File: src/hw/dout_route_pkg.sv
// Purpose: constants and carriers for the digital output routing block
// Assumes: apb slave with 32-bit data, one aligned word per register
// Notes: register offsets are local byte addresses
package dout_route_pkg;
	localparam int unsigned NUM_OUT = 5;
	localparam logic [11:0] OFS_COMMAND = 12'h000;
	localparam logic [11:0] OFS_SUB1 = 12'h004;
	localparam logic [11:0] OFS_POLARITY = 12'h008;
	localparam logic [11:0] OFS_OVR_EN = 12'h00c;
	localparam logic [11:0] OFS_OVR_VAL = 12'h010;
	localparam logic [11:0] OFS_SUB5 = 12'h014;
	localparam logic [11:0] OFS_ROUTE_EN = 12'h020;
	localparam logic [11:0] OFS_ROUTE_CFG0 = 12'h040;
	localparam logic [11:0] OFS_PIN_STATE = 12'h060;
	localparam logic [31:0] RST_WORD = 32'h0000_0000;
	localparam logic [15:0] RST_ROUTE = 16'h0100;
	localparam int unsigned BRAKE_BIT = 0;
	localparam int unsigned FIRST_OUT_BIT = 16;
	localparam int unsigned CFG_INV_BIT = 7;
	localparam logic [7:0] SRC_CONST1 = 8'h00;
	localparam logic [7:0] SRC_CONST0 = 8'h01;
	localparam logic [7:0] SRC_ENC_LO = 8'h02;
	localparam logic [7:0] SRC_ENC_HI = 8'h08;
	localparam logic [7:0] SRC_POS_LO = 8'h09;
	localparam logic [7:0] SRC_POS_HI = 8'h0f;
	localparam int unsigned DIV_STAGES = 6;
	localparam int unsigned FAST_OUTS = 3;
	localparam int unsigned CLOCK_HZ = 20_000_000;
	localparam int unsigned FAST_HZ = 10_000;
	localparam int unsigned SLOW_HZ = 500;
	// least half period of routed signal, in cycles
	localparam int unsigned FAST_HALF_CYC = CLOCK_HZ / (2 * FAST_HZ);
	localparam int unsigned SLOW_HALF_CYC = CLOCK_HZ / (2 * SLOW_HZ);
	typedef struct packed {
		logic [7:0] source;
		logic [7:0] gate;
	} route_cfg_t;
	typedef struct packed {
		logic [11:0] addr;
		logic write;
		logic [31:0] wdata;
	} apb_req_t;
endpackage : dout_route_pkg

File: src/hw/digital_output_routing.sv
// Purpose: digital output stage with polarity, override and routing mode
// Assumes: encoder and position pulse inputs are asynchronous levels
// Notes: outputs open drain; pin low when enable high
//
// Behaviour
// - each setting bit acts only on the output at the same position
// - polarity clear: commanded one drives high; set: drives low
// - override bit set replaces commanded value, brake included
// - override value register holds level per overridden output
// - subentries one and five have no effect on outputs
// - routing enable one selects routed source per output
// - in routing mode polarity and override settings are ignored
// - five route configs map to brake, outputs one to four
// - route config sixteen bits: high byte source, low byte gate bit
// - selected gate bit switches routed source on or off
// - config bit seven set inverts gate sense
// - source 00 constant one, source 01 constant zero
// - sources 02 to 08 route encoder pulses divided 1 to 64
// - sources 09 to 0f route position pulses divided 1 to 64
// - no rate limit: every output takes its new level each clock cycle
// - command bit zero is brake, bits sixteen up are outputs
//
// The register addresses and the APB interface to the registers were left to the implementer.
`timescale 1ns/1ps
module digital_output_routing
	import dout_route_pkg::*;
#(
	parameter int unsigned NUM_PHYS = 4
) (
	// clock and reset
	input wire logic clock,
	input wire logic srst,
	// apb slave
	input wire logic psel,
	input wire logic penable,
	input wire logic pwrite,
	input wire logic [11:0] paddr,
	input wire logic [31:0] pwdata,
	output logic [31:0] prdata,
	output logic pready,
	output logic pslverr,
	// pulse sources, asynchronous
	input wire logic encoder_pulse,
	input wire logic position_pulse,
	// open-drain output pins: brake, then outputs 1..4
	input wire logic [NUM_OUT-1:0] out_pin_in,
	output logic [NUM_OUT-1:0] out_pin_out,
	output logic [NUM_OUT-1:0] out_pin_oe
);
	if (NUM_PHYS != NUM_OUT - 1) begin : g_phys_check
		$error("NUM_PHYS must be 4");
	end

	typedef enum logic [1:0] {
		BUS_IDLE = 2'b00,
		BUS_ACCESS = 2'b01
	} bus_state_t;

	logic [31:0] command_reg;
	logic [31:0] sub1_reg;
	logic [31:0] polarity_reg;
	logic [31:0] ovr_en_reg;
	logic [31:0] ovr_val_reg;
	logic [31:0] sub5_reg;
	logic route_en_reg;
	route_cfg_t route_reg [NUM_OUT];
	bus_state_t bus_reg;
	apb_req_t req;
	logic wr_go;
	logic rd_go;
	logic [1:0] enc_sync_reg;
	logic [1:0] pos_sync_reg;
	logic [1:0] pin_sync0_reg [NUM_OUT];
	logic [DIV_STAGES:0] enc_div_reg;
	logic [DIV_STAGES:0] pos_div_reg;
	logic [NUM_OUT-1:0] level_next;
	logic [NUM_OUT-1:0] pin_state;
	logic [NUM_OUT-1:0] ovr_level;
	logic [NUM_OUT-1:0] cmd_level;

	// command bit for output index: brake at bit 0, outputs from bit 16
	function automatic int unsigned cmd_pos(input int unsigned idx);
		cmd_pos = (idx == 0) ? BRAKE_BIT : FIRST_OUT_BIT + idx - 1;
	endfunction : cmd_pos

	// divided pulse train selected by divider stage 0..6
	function automatic logic div_pick(input logic [DIV_STAGES:0] d, input logic [7:0] s);
		div_pick = d[s[2:0]];
	endfunction : div_pick

	assign req = '{addr: paddr, write: pwrite, wdata: pwdata};
	assign wr_go = psel && penable && req.write && (bus_reg == BUS_ACCESS);
	assign rd_go = psel && !req.write && (bus_reg == BUS_IDLE);

	// zero wait state slave: ready in the access cycle
	always_ff @(posedge clock) begin
		if (srst) begin
			bus_reg <= BUS_IDLE;
			pready <= 1'b0;
		end else begin
			pready <= psel && !penable;
			bus_reg <= (psel && !penable) ? BUS_ACCESS : BUS_IDLE;
		end
	end

	// read data and error answer captured in setup cycle
	always_ff @(posedge clock) begin
		if (srst) begin
			prdata <= RST_WORD;
			pslverr <= 1'b0;
		end else if (psel && !penable) begin
			prdata <= RST_WORD;
			pslverr <= 1'b0;
			if (rd_go) begin
				case (req.addr)
				OFS_COMMAND: prdata <= command_reg;
				OFS_SUB1: prdata <= sub1_reg;
				OFS_POLARITY: prdata <= polarity_reg;
				OFS_OVR_EN: prdata <= ovr_en_reg;
				OFS_OVR_VAL: prdata <= ovr_val_reg;
				OFS_SUB5: prdata <= sub5_reg;
				OFS_ROUTE_EN: prdata <= {31'h0, route_en_reg};
				OFS_PIN_STATE: prdata <= {27'h0, pin_state};
				default: begin
					if (req.addr >= OFS_ROUTE_CFG0 && req.addr < OFS_ROUTE_CFG0 + 12'h014
						&& req.addr[1:0] == 2'b00)
						prdata <= {16'h0, route_reg[3'((req.addr - OFS_ROUTE_CFG0) >> 2)]};
					else
						pslverr <= 1'b1;
				end
				endcase
			end else begin
				pslverr <= !(req.addr inside {OFS_COMMAND, OFS_SUB1, OFS_POLARITY,
					OFS_OVR_EN, OFS_OVR_VAL, OFS_SUB5, OFS_ROUTE_EN}
					|| (req.addr >= OFS_ROUTE_CFG0 && req.addr < OFS_ROUTE_CFG0 + 12'h014
					&& req.addr[1:0] == 2'b00));
			end
		end
	end

	// register writes
	always_ff @(posedge clock) begin
		if (srst) begin
			command_reg <= RST_WORD;
			sub1_reg <= RST_WORD;
			polarity_reg <= RST_WORD;
			ovr_en_reg <= RST_WORD;
			ovr_val_reg <= RST_WORD;
			sub5_reg <= RST_WORD;
			route_en_reg <= 1'b0;
			for (int i = 0; i < NUM_OUT; i++)
				route_reg[i] <= RST_ROUTE;
		end else if (wr_go) begin
			case (req.addr)
			OFS_COMMAND: command_reg <= req.wdata;
			OFS_SUB1: sub1_reg <= req.wdata;
			OFS_POLARITY: polarity_reg <= req.wdata;
			OFS_OVR_EN: ovr_en_reg <= req.wdata;
			OFS_OVR_VAL: ovr_val_reg <= req.wdata;
			OFS_SUB5: sub5_reg <= req.wdata;
			OFS_ROUTE_EN: route_en_reg <= req.wdata[0];
			default: begin
				for (int i = 0; i < NUM_OUT; i++)
					if (req.addr == OFS_ROUTE_CFG0 + 12'(4 * i))
						route_reg[i] <= req.wdata[15:0];
			end
			endcase
		end
	end

	// two flop synchronisers for pulse sources and pin readback
	always_ff @(posedge clock) begin
		if (srst) begin
			enc_sync_reg <= 2'b00;
			pos_sync_reg <= 2'b00;
			for (int i = 0; i < NUM_OUT; i++)
				pin_sync0_reg[i] <= 2'b00;
		end else begin
			enc_sync_reg <= {enc_sync_reg[0], encoder_pulse};
			pos_sync_reg <= {pos_sync_reg[0], position_pulse};
			for (int i = 0; i < NUM_OUT; i++)
				pin_sync0_reg[i] <= {pin_sync0_reg[i][0], out_pin_in[i]};
		end
	end

	always_comb begin
		for (int i = 0; i < NUM_OUT; i++)
			pin_state[i] = pin_sync0_reg[i][1];
	end

	// bit 0 follows the source, bits above count its rises: bit k divides by 2^k
	function automatic logic [DIV_STAGES:0] div_step(input logic [DIV_STAGES:0] d,
		input logic now);
		div_step = d;
		div_step[0] = now;
		if (now && !d[0])
			div_step[DIV_STAGES:1] = d[DIV_STAGES:1] + 1'b1;
	endfunction : div_step

	// divider chains; bit 0 doubles as the edge detector's last value
	always_ff @(posedge clock) begin
		if (srst) begin
			enc_div_reg <= '0;
			pos_div_reg <= '0;
		end else begin
			enc_div_reg <= div_step(enc_div_reg, enc_sync_reg[1]);
			pos_div_reg <= div_step(pos_div_reg, pos_sync_reg[1]);
		end
	end

	// normal path per output
	always_comb begin
		for (int i = 0; i < NUM_OUT; i++) begin
			cmd_level[i] = command_reg[cmd_pos(i)] ^ polarity_reg[cmd_pos(i)];
			ovr_level[i] = ovr_en_reg[cmd_pos(i)] ? ovr_val_reg[cmd_pos(i)]
				: cmd_level[i];
		end
	end

	// routed or normal level
	always_comb begin
		level_next = '0;
		for (int i = 0; i < NUM_OUT; i++) begin
			logic gate_on;
			logic [7:0] src;
			gate_on = 1'b0;
			src = route_reg[i].source;
			if (!route_en_reg) begin
				level_next[i] = ovr_level[i];
			end else begin
				gate_on = command_reg[route_reg[i].gate[4:0]]
					^ route_reg[i].gate[CFG_INV_BIT];
				if (src == SRC_CONST1)
					level_next[i] = gate_on;
				else if (src == SRC_CONST0)
					level_next[i] = 1'b0;
				else if (src >= SRC_ENC_LO && src <= SRC_ENC_HI)
					level_next[i] = gate_on && div_pick(enc_div_reg, src - SRC_ENC_LO);
				else if (src >= SRC_POS_LO && src <= SRC_POS_HI)
					level_next[i] = gate_on && div_pick(pos_div_reg, src - SRC_POS_LO);
				else
					level_next[i] = 1'b0;
			end
		end
	end

	// registered pins; all outputs share one update rate, fast enough for 10 khz
	always_ff @(posedge clock) begin
		if (srst) begin
			out_pin_out <= '0;
			out_pin_oe <= '1;
		end else begin
			out_pin_out <= '0;
			out_pin_oe <= ~level_next;
		end
	end
endmodule : digital_output_routing

File: config.mk
export PLATFORM = sky130hd
export DESIGN_NAME = digital_output_routing
export DESIGN_NICKNAME = d
export VERILOG_FILES = /design/src/hw/dout_route_pkg.sv /design/src/hw/digital_output_routing.sv
export SDC_FILE = /design/constraint.sdc
export NUM_CORES = 1
export LEC_CHECK = 0
export BUFFER_PORTS_ARGS = -buffer_cell sky130_fd_sc_hd__buf_2
export CORE_UTILIZATION = 48
export DETAILED_ROUTE_END_ITERATION = 7
export PLACE_DENSITY = 0.65
export SETUP_SLACK_MARGIN = 0.4
export SYNTH_ARGS = -nofsm -noshare
export SYNTH_HDL_FRONTEND = slang
export SYNTH_SLANG_ARGS = --single-unit
File: constraint.sdc
create_clock -name clock -period 3.7 [get_ports clock]
set_input_delay 1.11 -clock clock [delete_from_list [all_inputs] [get_ports clock]]
set_output_delay 1.11 -clock clock [all_outputs]
set_load 0.005 [all_outputs]
==> results_dict.tcl, run 1 <==
set metrics [dict create \
    status "finished clean" \
    ys_seq_area_frac 0.454 \
    finalSetupViolations 0 \
    insertedDiodeCount 0 \
    hold_buffers 0 \
    gr-usage-all-layers 0.294 \
    synth-edff-count 80 \
    grt-ovfl-total 0 \
    startpoint_type "input port" \
    drt-initial-drc-count 1698 \
    start_util 0.486 \
    io_pins 100 \
    firstDrtPassIters 6 \
    hold_viol_final 0 \
    dr_total_vias 14400 \
    wl_per_cell_um 22.1 \
    drtAntennaViolNets 0 \
    grt_max_degree 149 \
    ir_drop_uv 351 \
    drv_cap 0 \
    r2r_start "route_reg[3][0]" \
    drc 0 \
    synthTopCellsByArea "dfxtp_1 (31%), edfxtp_1 (14%), nand2_1 (10%), mux2i_1 (6.9%), a21oi_1 (6.7%)" \
    syn_to_final_growth_pct 12.5 \
    cts_setup_buffers 0 \
    fin_nets 1978 \
    fin_skew_ns 0.0217 \
    drive_above_1_share 0.140 \
    fin_tns_setup_ns 0 \
    clock-sinks 340 \
    r2r.worst_path.cells 7 \
    ys_warn_count 0 \
    dieWidth_um 189 \
    cts_resized 0 \
    syn_area_um2 16700 \
    cts_tree "done" \
    worstReg2RegEnd "out_pin_oe[3]" \
    fin_crit_sh 0.730 \
    arrival_ns 3.12 \
    root_buffer "clkbuf_16" \
    cts_buffers 38 \
    p_leak_nw 6.67 \
    cp.required_ns 4.11 \
    fp.coreArea_um2 34500 \
    fill_cells 3126 \
    num_rows 68 \
    cts.path.max_buffers 3 \
    ys_top_cells_by_count "nand2_1 (448), dfxtp_1 (260), a21oi_1 (223)" \
    die_area_um2 35600 \
    die_h_um 189 \
    cp-end-kind "flop" \
    fin_crit_ns 2.70 \
    clkSlewWorstSetupHoldPaths_ns 0.06 \
    post-dp-hpwl_um 36400 \
    max_freq_mhz 370 \
    register_area_um2 7610 \
    synth.top_cell.area_share 0.311 \
    r2r_slack_ns 1.11 \
    powerDensity_nw_per_um2 430 \
    worst_slew_pin_slew_ns 0.944 \
    numPortBuffers 94 \
    multiInputGateArea_um2 8430 \
    critPathKind "input port to flop" \
    synth-async-reset-ratio 0 \
    wl_um 52600 \
    ys.flop_type "dfxtp_1" \
    cp-endpoint "prdata[16]" \
    synthCells 1839 \
    largest_reg_flops 80 \
    drv_slew 0 \
    clkLatencyLatePin_ns 0.56 \
    slew-limit-headroom 0.371 \
    dpl_cell_area_um2 17600 \
    yosysMostFrequentCell "nand2_1" \
    cts.htree.levels 2 \
    antenna_found_initial 0 \
    grt_first_pass_wirelength_um 80500 \
    avgViaCountPerCell 6.05 \
    fin_area_um2 18800 \
    grt_pass1_vias 13500 \
    hp-class "flop to flop" \
    holdPathStages 1 \
    syn_area_per_cell_um2 9.11 \
    yosysTopAreaCell "dfxtp_1" \
    synthDistinctLibCells 63 \
    synth-seq-cells 340 \
    startpoint "paddr[3]" \
    rsz0062_at_grt "false" \
    cp_max_fo 23 \
    gp_congestion 0.903 \
]
[how the worst min path moves through the flow]
stage | start | to | slack, ns
detailed placement | enc_sync_reg[0] | enc_sync_reg[1] | 0.43
finish | enc_sync_reg[0] | enc_sync_reg[1] | 0.44
global route | enc_sync_reg[0] | enc_sync_reg[1] | 0.46
global placement | pin_sync0_reg[0][8] | pin_sync0_reg[0][9] | 0.42
floorplan | enc_sync_reg[0] | enc_sync_reg[1] | 0.41
CTS | enc_sync_reg[0] | enc_sync_reg[1] | 0.44
[layer usage]
| layer | track usage | wire length [um] | vias up | share of wire |
|---|---|---|---|---|
| met4 | 0.0974 | 1300 | 0 | 0.025 |
| met2 | 0.444 | 23400 | 679 | 0.44 |
| li1 | - | - | 6629 | - |
| met5 | 0 | 0 | - | 0 |
| met3 | 0.0464 | 4730 | 77 | 0.090 |
| met1 | 0.427 | 23200 | 6987 | 0.44 |
[worst max-delay path: stages]
cell	delay, ns
buf_2	0.46
nor2_2	0.13
and2_4	0.21
and2_4	0.16
buf_4	0.23
a222oi_1	0.52
nand2b_1	0.18
a21oi_1	0.08
[through the flow]
step | util | total power, mW | hold WS (ns) | std cells | setup WS (ns)
after detailed placement | 0.511 | 4.37 | 0.425 | 2310 | 0.440
final | 0.547 | 8.10 | 0.438 | 2376 | 0.998
after global placement | 0.511 | 4.37 | 0.419 | 2310 | 0.463
after floorplan | - | 4.19 | 0.414 | 1843 | 0.531
after CTS | 0.547 | 8.13 | 0.439 | 2376 | 1.01
after global routing | 0.547 | 8.30 | 0.460 | 2376 | 0.922
[kinds of logic (layout without fill, tap and decap cells)]
family | count (synthesis) | count (layout) | share of synthesized area
AND/OR/NAND/NOR | 700 | 700 | 0.183
AO/OA/AOI/OAI | 429 | 429 | 0.158
flip-flops | 340 | 340 | 0.454
multiplexers | 167 | 167 | 0.130
buffers and inverters | 157 | 235 | 0.0450
adder cells (fa/ha/maj) | 27 | 27 | 0.0202
XOR/XNOR | 18 | 18 | 0.00941
other | 1 | 5 | 0.000224
[cells in the final DEF (no fill, tap or decap), types with 10 or more instances in the layout]
cell type,Yosys,routed
dfxtp_1,260,260
nand3_1,26,26
a31oi_1,11,11
clkbuf_16,0,39
a211oi_1,12,12
mux4_2,39,39
nand2_1,448,448
a221oi_1,10,10
mux2i_1,116,116
nor2b_1,44,44
inv_1,23,23
o221ai_1,15,15
nor2_1,87,87
ha_1,27,27
buf_4,13,49
buf_2,51,92
mux2_2,12,12
edfxtp_1,80,80
nor3_1,16,16
nand2b_1,12,12
a22o_1,14,14
and2_1,19,19
clkbuf_1,60,11
a21oi_1,223,223
a22oi_1,61,61
o21ai_0,36,36
[layout make-up]
class / count / share of cell area
Sequential cell: 340 / 0.404
Clock buffer: 57 / 0.0591
Multi-Input combinational cell: 1346 / 0.447
Timing Repair Buffer: 146 / 0.0489
Tap cell: 455 / 0.0302
Clock inverter: 9 / 0.00644
Inverter: 23 / 0.00458
[where the power goes]
group / internal [mW] / leakage (nW) / switching (mW) / total (mW)
clock: 2.23 / 0.604 / 1.57 / 3.80
sequential: 3.83 / 2.94 / 0.0445 / 3.87
combinational: 0.147 / 3.12 / 0.282 / 0.429
total: 6.21 / 6.67 / 1.89 / 8.10
Power figures use the tool's default switching activity.
==> inputs of run 2 (changes only) <==
==> constraint.sdc (replaced) <==
create_clock -name clock -period 2.7 [get_ports clock]
set_input_delay 0.81 -clock clock [delete_from_list [all_inputs] [get_ports clock]]
set_output_delay 0.81 -clock clock [all_outputs]
set_load 0.005 [all_outputs]
==> run 2 against run 1 <==
Sequential share of layout area decreased by 1.7 points. Worst hold slack improved by 0.0028 ns. Via count increased by 4.2%. Flip-flop and latch count unchanged. Global-route usage rose by 1.3 points. Die area is the same. Largest power group is now the clock network. Clock skew up 0.0018 ns. Routed wire length increased by 5.2%. Clock power increased by 40%.
==> results_dict.tcl, run 2 (same netlist as run 1, synthesis figures left out) <==
set metrics [dict create \
    slew-limit-headroom 0.410 \
    die_h_um 189 \
    drtAntennaViolNets 0 \
    mostFrequentLayoutCells "nand2_1 (447), dfxtp_1 (259), a21oi_1 (223)" \
    grt_pass1_vias 13700 \
    startpoint_type "flop" \
    hold_viol_final 0 \
    num_rows 68 \
    fin_crit_ns 2.25 \
    die_area_um2 35600 \
    drv_slew 0 \
    finalSetupViolations 0 \
    powerDensity_nw_per_um2 574 \
    cts.path.max_buffers 3 \
    wl_per_cell_um 22.8 \
    antenna_found_initial 0 \
    syn_to_final_growth_pct 17.4 \
    post-dp-hpwl_um 39000 \
    drive_above_1_share 0.177 \
    cts_tree "done" \
    cp.required_ns 3.16 \
    arrival_ns 2.70 \
    dieWidth_um 189 \
    fill_cells 2964 \
    cp_max_fo 4 \
    fin_nets 2029 \
    dr_total_vias 15000 \
    register_area_um2 7610 \
    fin_skew_ns 0.0235 \
    clkLatencyLatePin_ns 0.54 \
    cts.htree.levels 2 \
    largest_reg_flops 80 \
    hp-class "flop to flop" \
    avgViaCountPerCell 6.17 \
    fin_crit_sh 0.832 \
    dpl_cell_area_um2 18200 \
    insertedDiodeCount 0 \
    grt_first_pass_wirelength_um 84000 \
    gr-usage-all-layers 0.307 \
    root_buffer "clkbuf_16" \
    start_util 0.486 \
    hold_buffers 0 \
    fin_tns_setup_ns 0 \
    firstDrtPassIters 7 \
    numPortBuffers 94 \
    layout_commonest_cell "nand2_1" \
    drt-initial-drc-count 1785 \
    fin_area_um2 19700 \
    grt-ovfl-total 0 \
    io_pins 100 \
    critPathKind "flop to flop" \
    wl_um 55400 \
    p_leak_nw 7.05 \
    clkSlewWorstSetupHoldPaths_ns 0.06 \
    max_freq_mhz 445 \
    cp-end-kind "flop" \
    rsz0062_at_grt "true" \
    grt_max_degree 105 \
    fp.coreArea_um2 34500 \
    ir_drop_uv 467 \
    multiInputGateArea_um2 8560 \
    clock-sinks 340 \
    drv_cap 0 \
    drc 0 \
    cts_buffers 37 \
    worst_slew_pin_slew_ns 0.876 \
    status "finished clean" \
    gp_congestion 0.953 \
]
[run 2: cell types whose count changed in the layout (fill, tap and decap cells not counted), moves of 3 or more]
cell,change
inv_1,-3
inv_2,+3
and2_4,+10
buf_12,+20
clkbuf_1,-5
and2_1,-10
buf_4,+32
[run 2: critical path: stages (launching register included)]
cell and delay (ns):
edfxtp_1 0.39, inv_1 0.11, ha_1 0.37, mux4_2 0.50, a21o_1 0.19, a32oi_1 0.18, o21ai_0 0.19, a32oi_1 0.23
[run 2: what timing repair did]
item | in CTS | in global routing
buffers inserted | 3 | 7
gates resized for setup | 1 | 11
endpoints found under the setup margin | 2 | 5
[run 2: where the power goes]
group / switching, mW / leakage, nW / internal, mW / total [mW]
Sequential: 0.0452 / 2.95 / 5.24 / 5.29
Combinational: 0.423 / 3.48 / 0.249 / 0.672
Clock: 2.10 / 0.624 / 3.21 / 5.32
Total: 2.57 / 7.05 / 8.71 / 11.3
[run 2: final cells by class]
| class | instances | share of cell area |
|---|---|---|
| inverter | 23 | 0.00439 |
| timing repair buffer | 198 | 0.0795 |
| multi-input combinational | 1346 | 0.435 |
| tap | 455 | 0.0290 |
| clock buffer | 55 | 0.0579 |
| sequential | 340 | 0.387 |
| clock inverter | 9 | 0.00694 |
[run 2: path summary, 6_finish.rpt]
kind / start / endpoint / slack (ns) / depth (start not counted)
hold reg to reg: pin_sync0_reg[0][6] / pin_sync0_reg[0][7] / 0.44 / 1
hold / removal: pin_sync0_reg[0][6] / pin_sync0_reg[0][7] / 0.44 / 1
setup reg to reg: route_reg[2][9] / out_pin_oe[2] / 0.45 / 7
setup / recovery: route_reg[2][9] / out_pin_oe[2] / 0.45 / 7
[run 2: metrics by stage]
step / total power, mW / hold slack [ns] / setup slack (ns) / std cells / utilization
final: 11.3 / 0.441 / 0.455 / 2426 / 0.571
after global routing: 11.6 / 0.446 / 0.374 / 2426 / 0.571
after CTS: 11.3 / 0.442 / 0.388 / 2419 / 0.567
after detailed placement: 6.04 / 0.428 / 0.0741 / 2352 / 0.529
after global placement: 6.03 / 0.419 / 0.0923 / 2352 / 0.529
after floorplan: 5.75 / 0.414 / 0.340 / 1843 / -
[run 2: routing by layer]
layer / part of all wire / global-route usage
met1: 0.43 / 0.450
met2: 0.44 / 0.460
met3: 0.093 / 0.0423
met4: 0.034 / 0.107
met5: 0 / 0
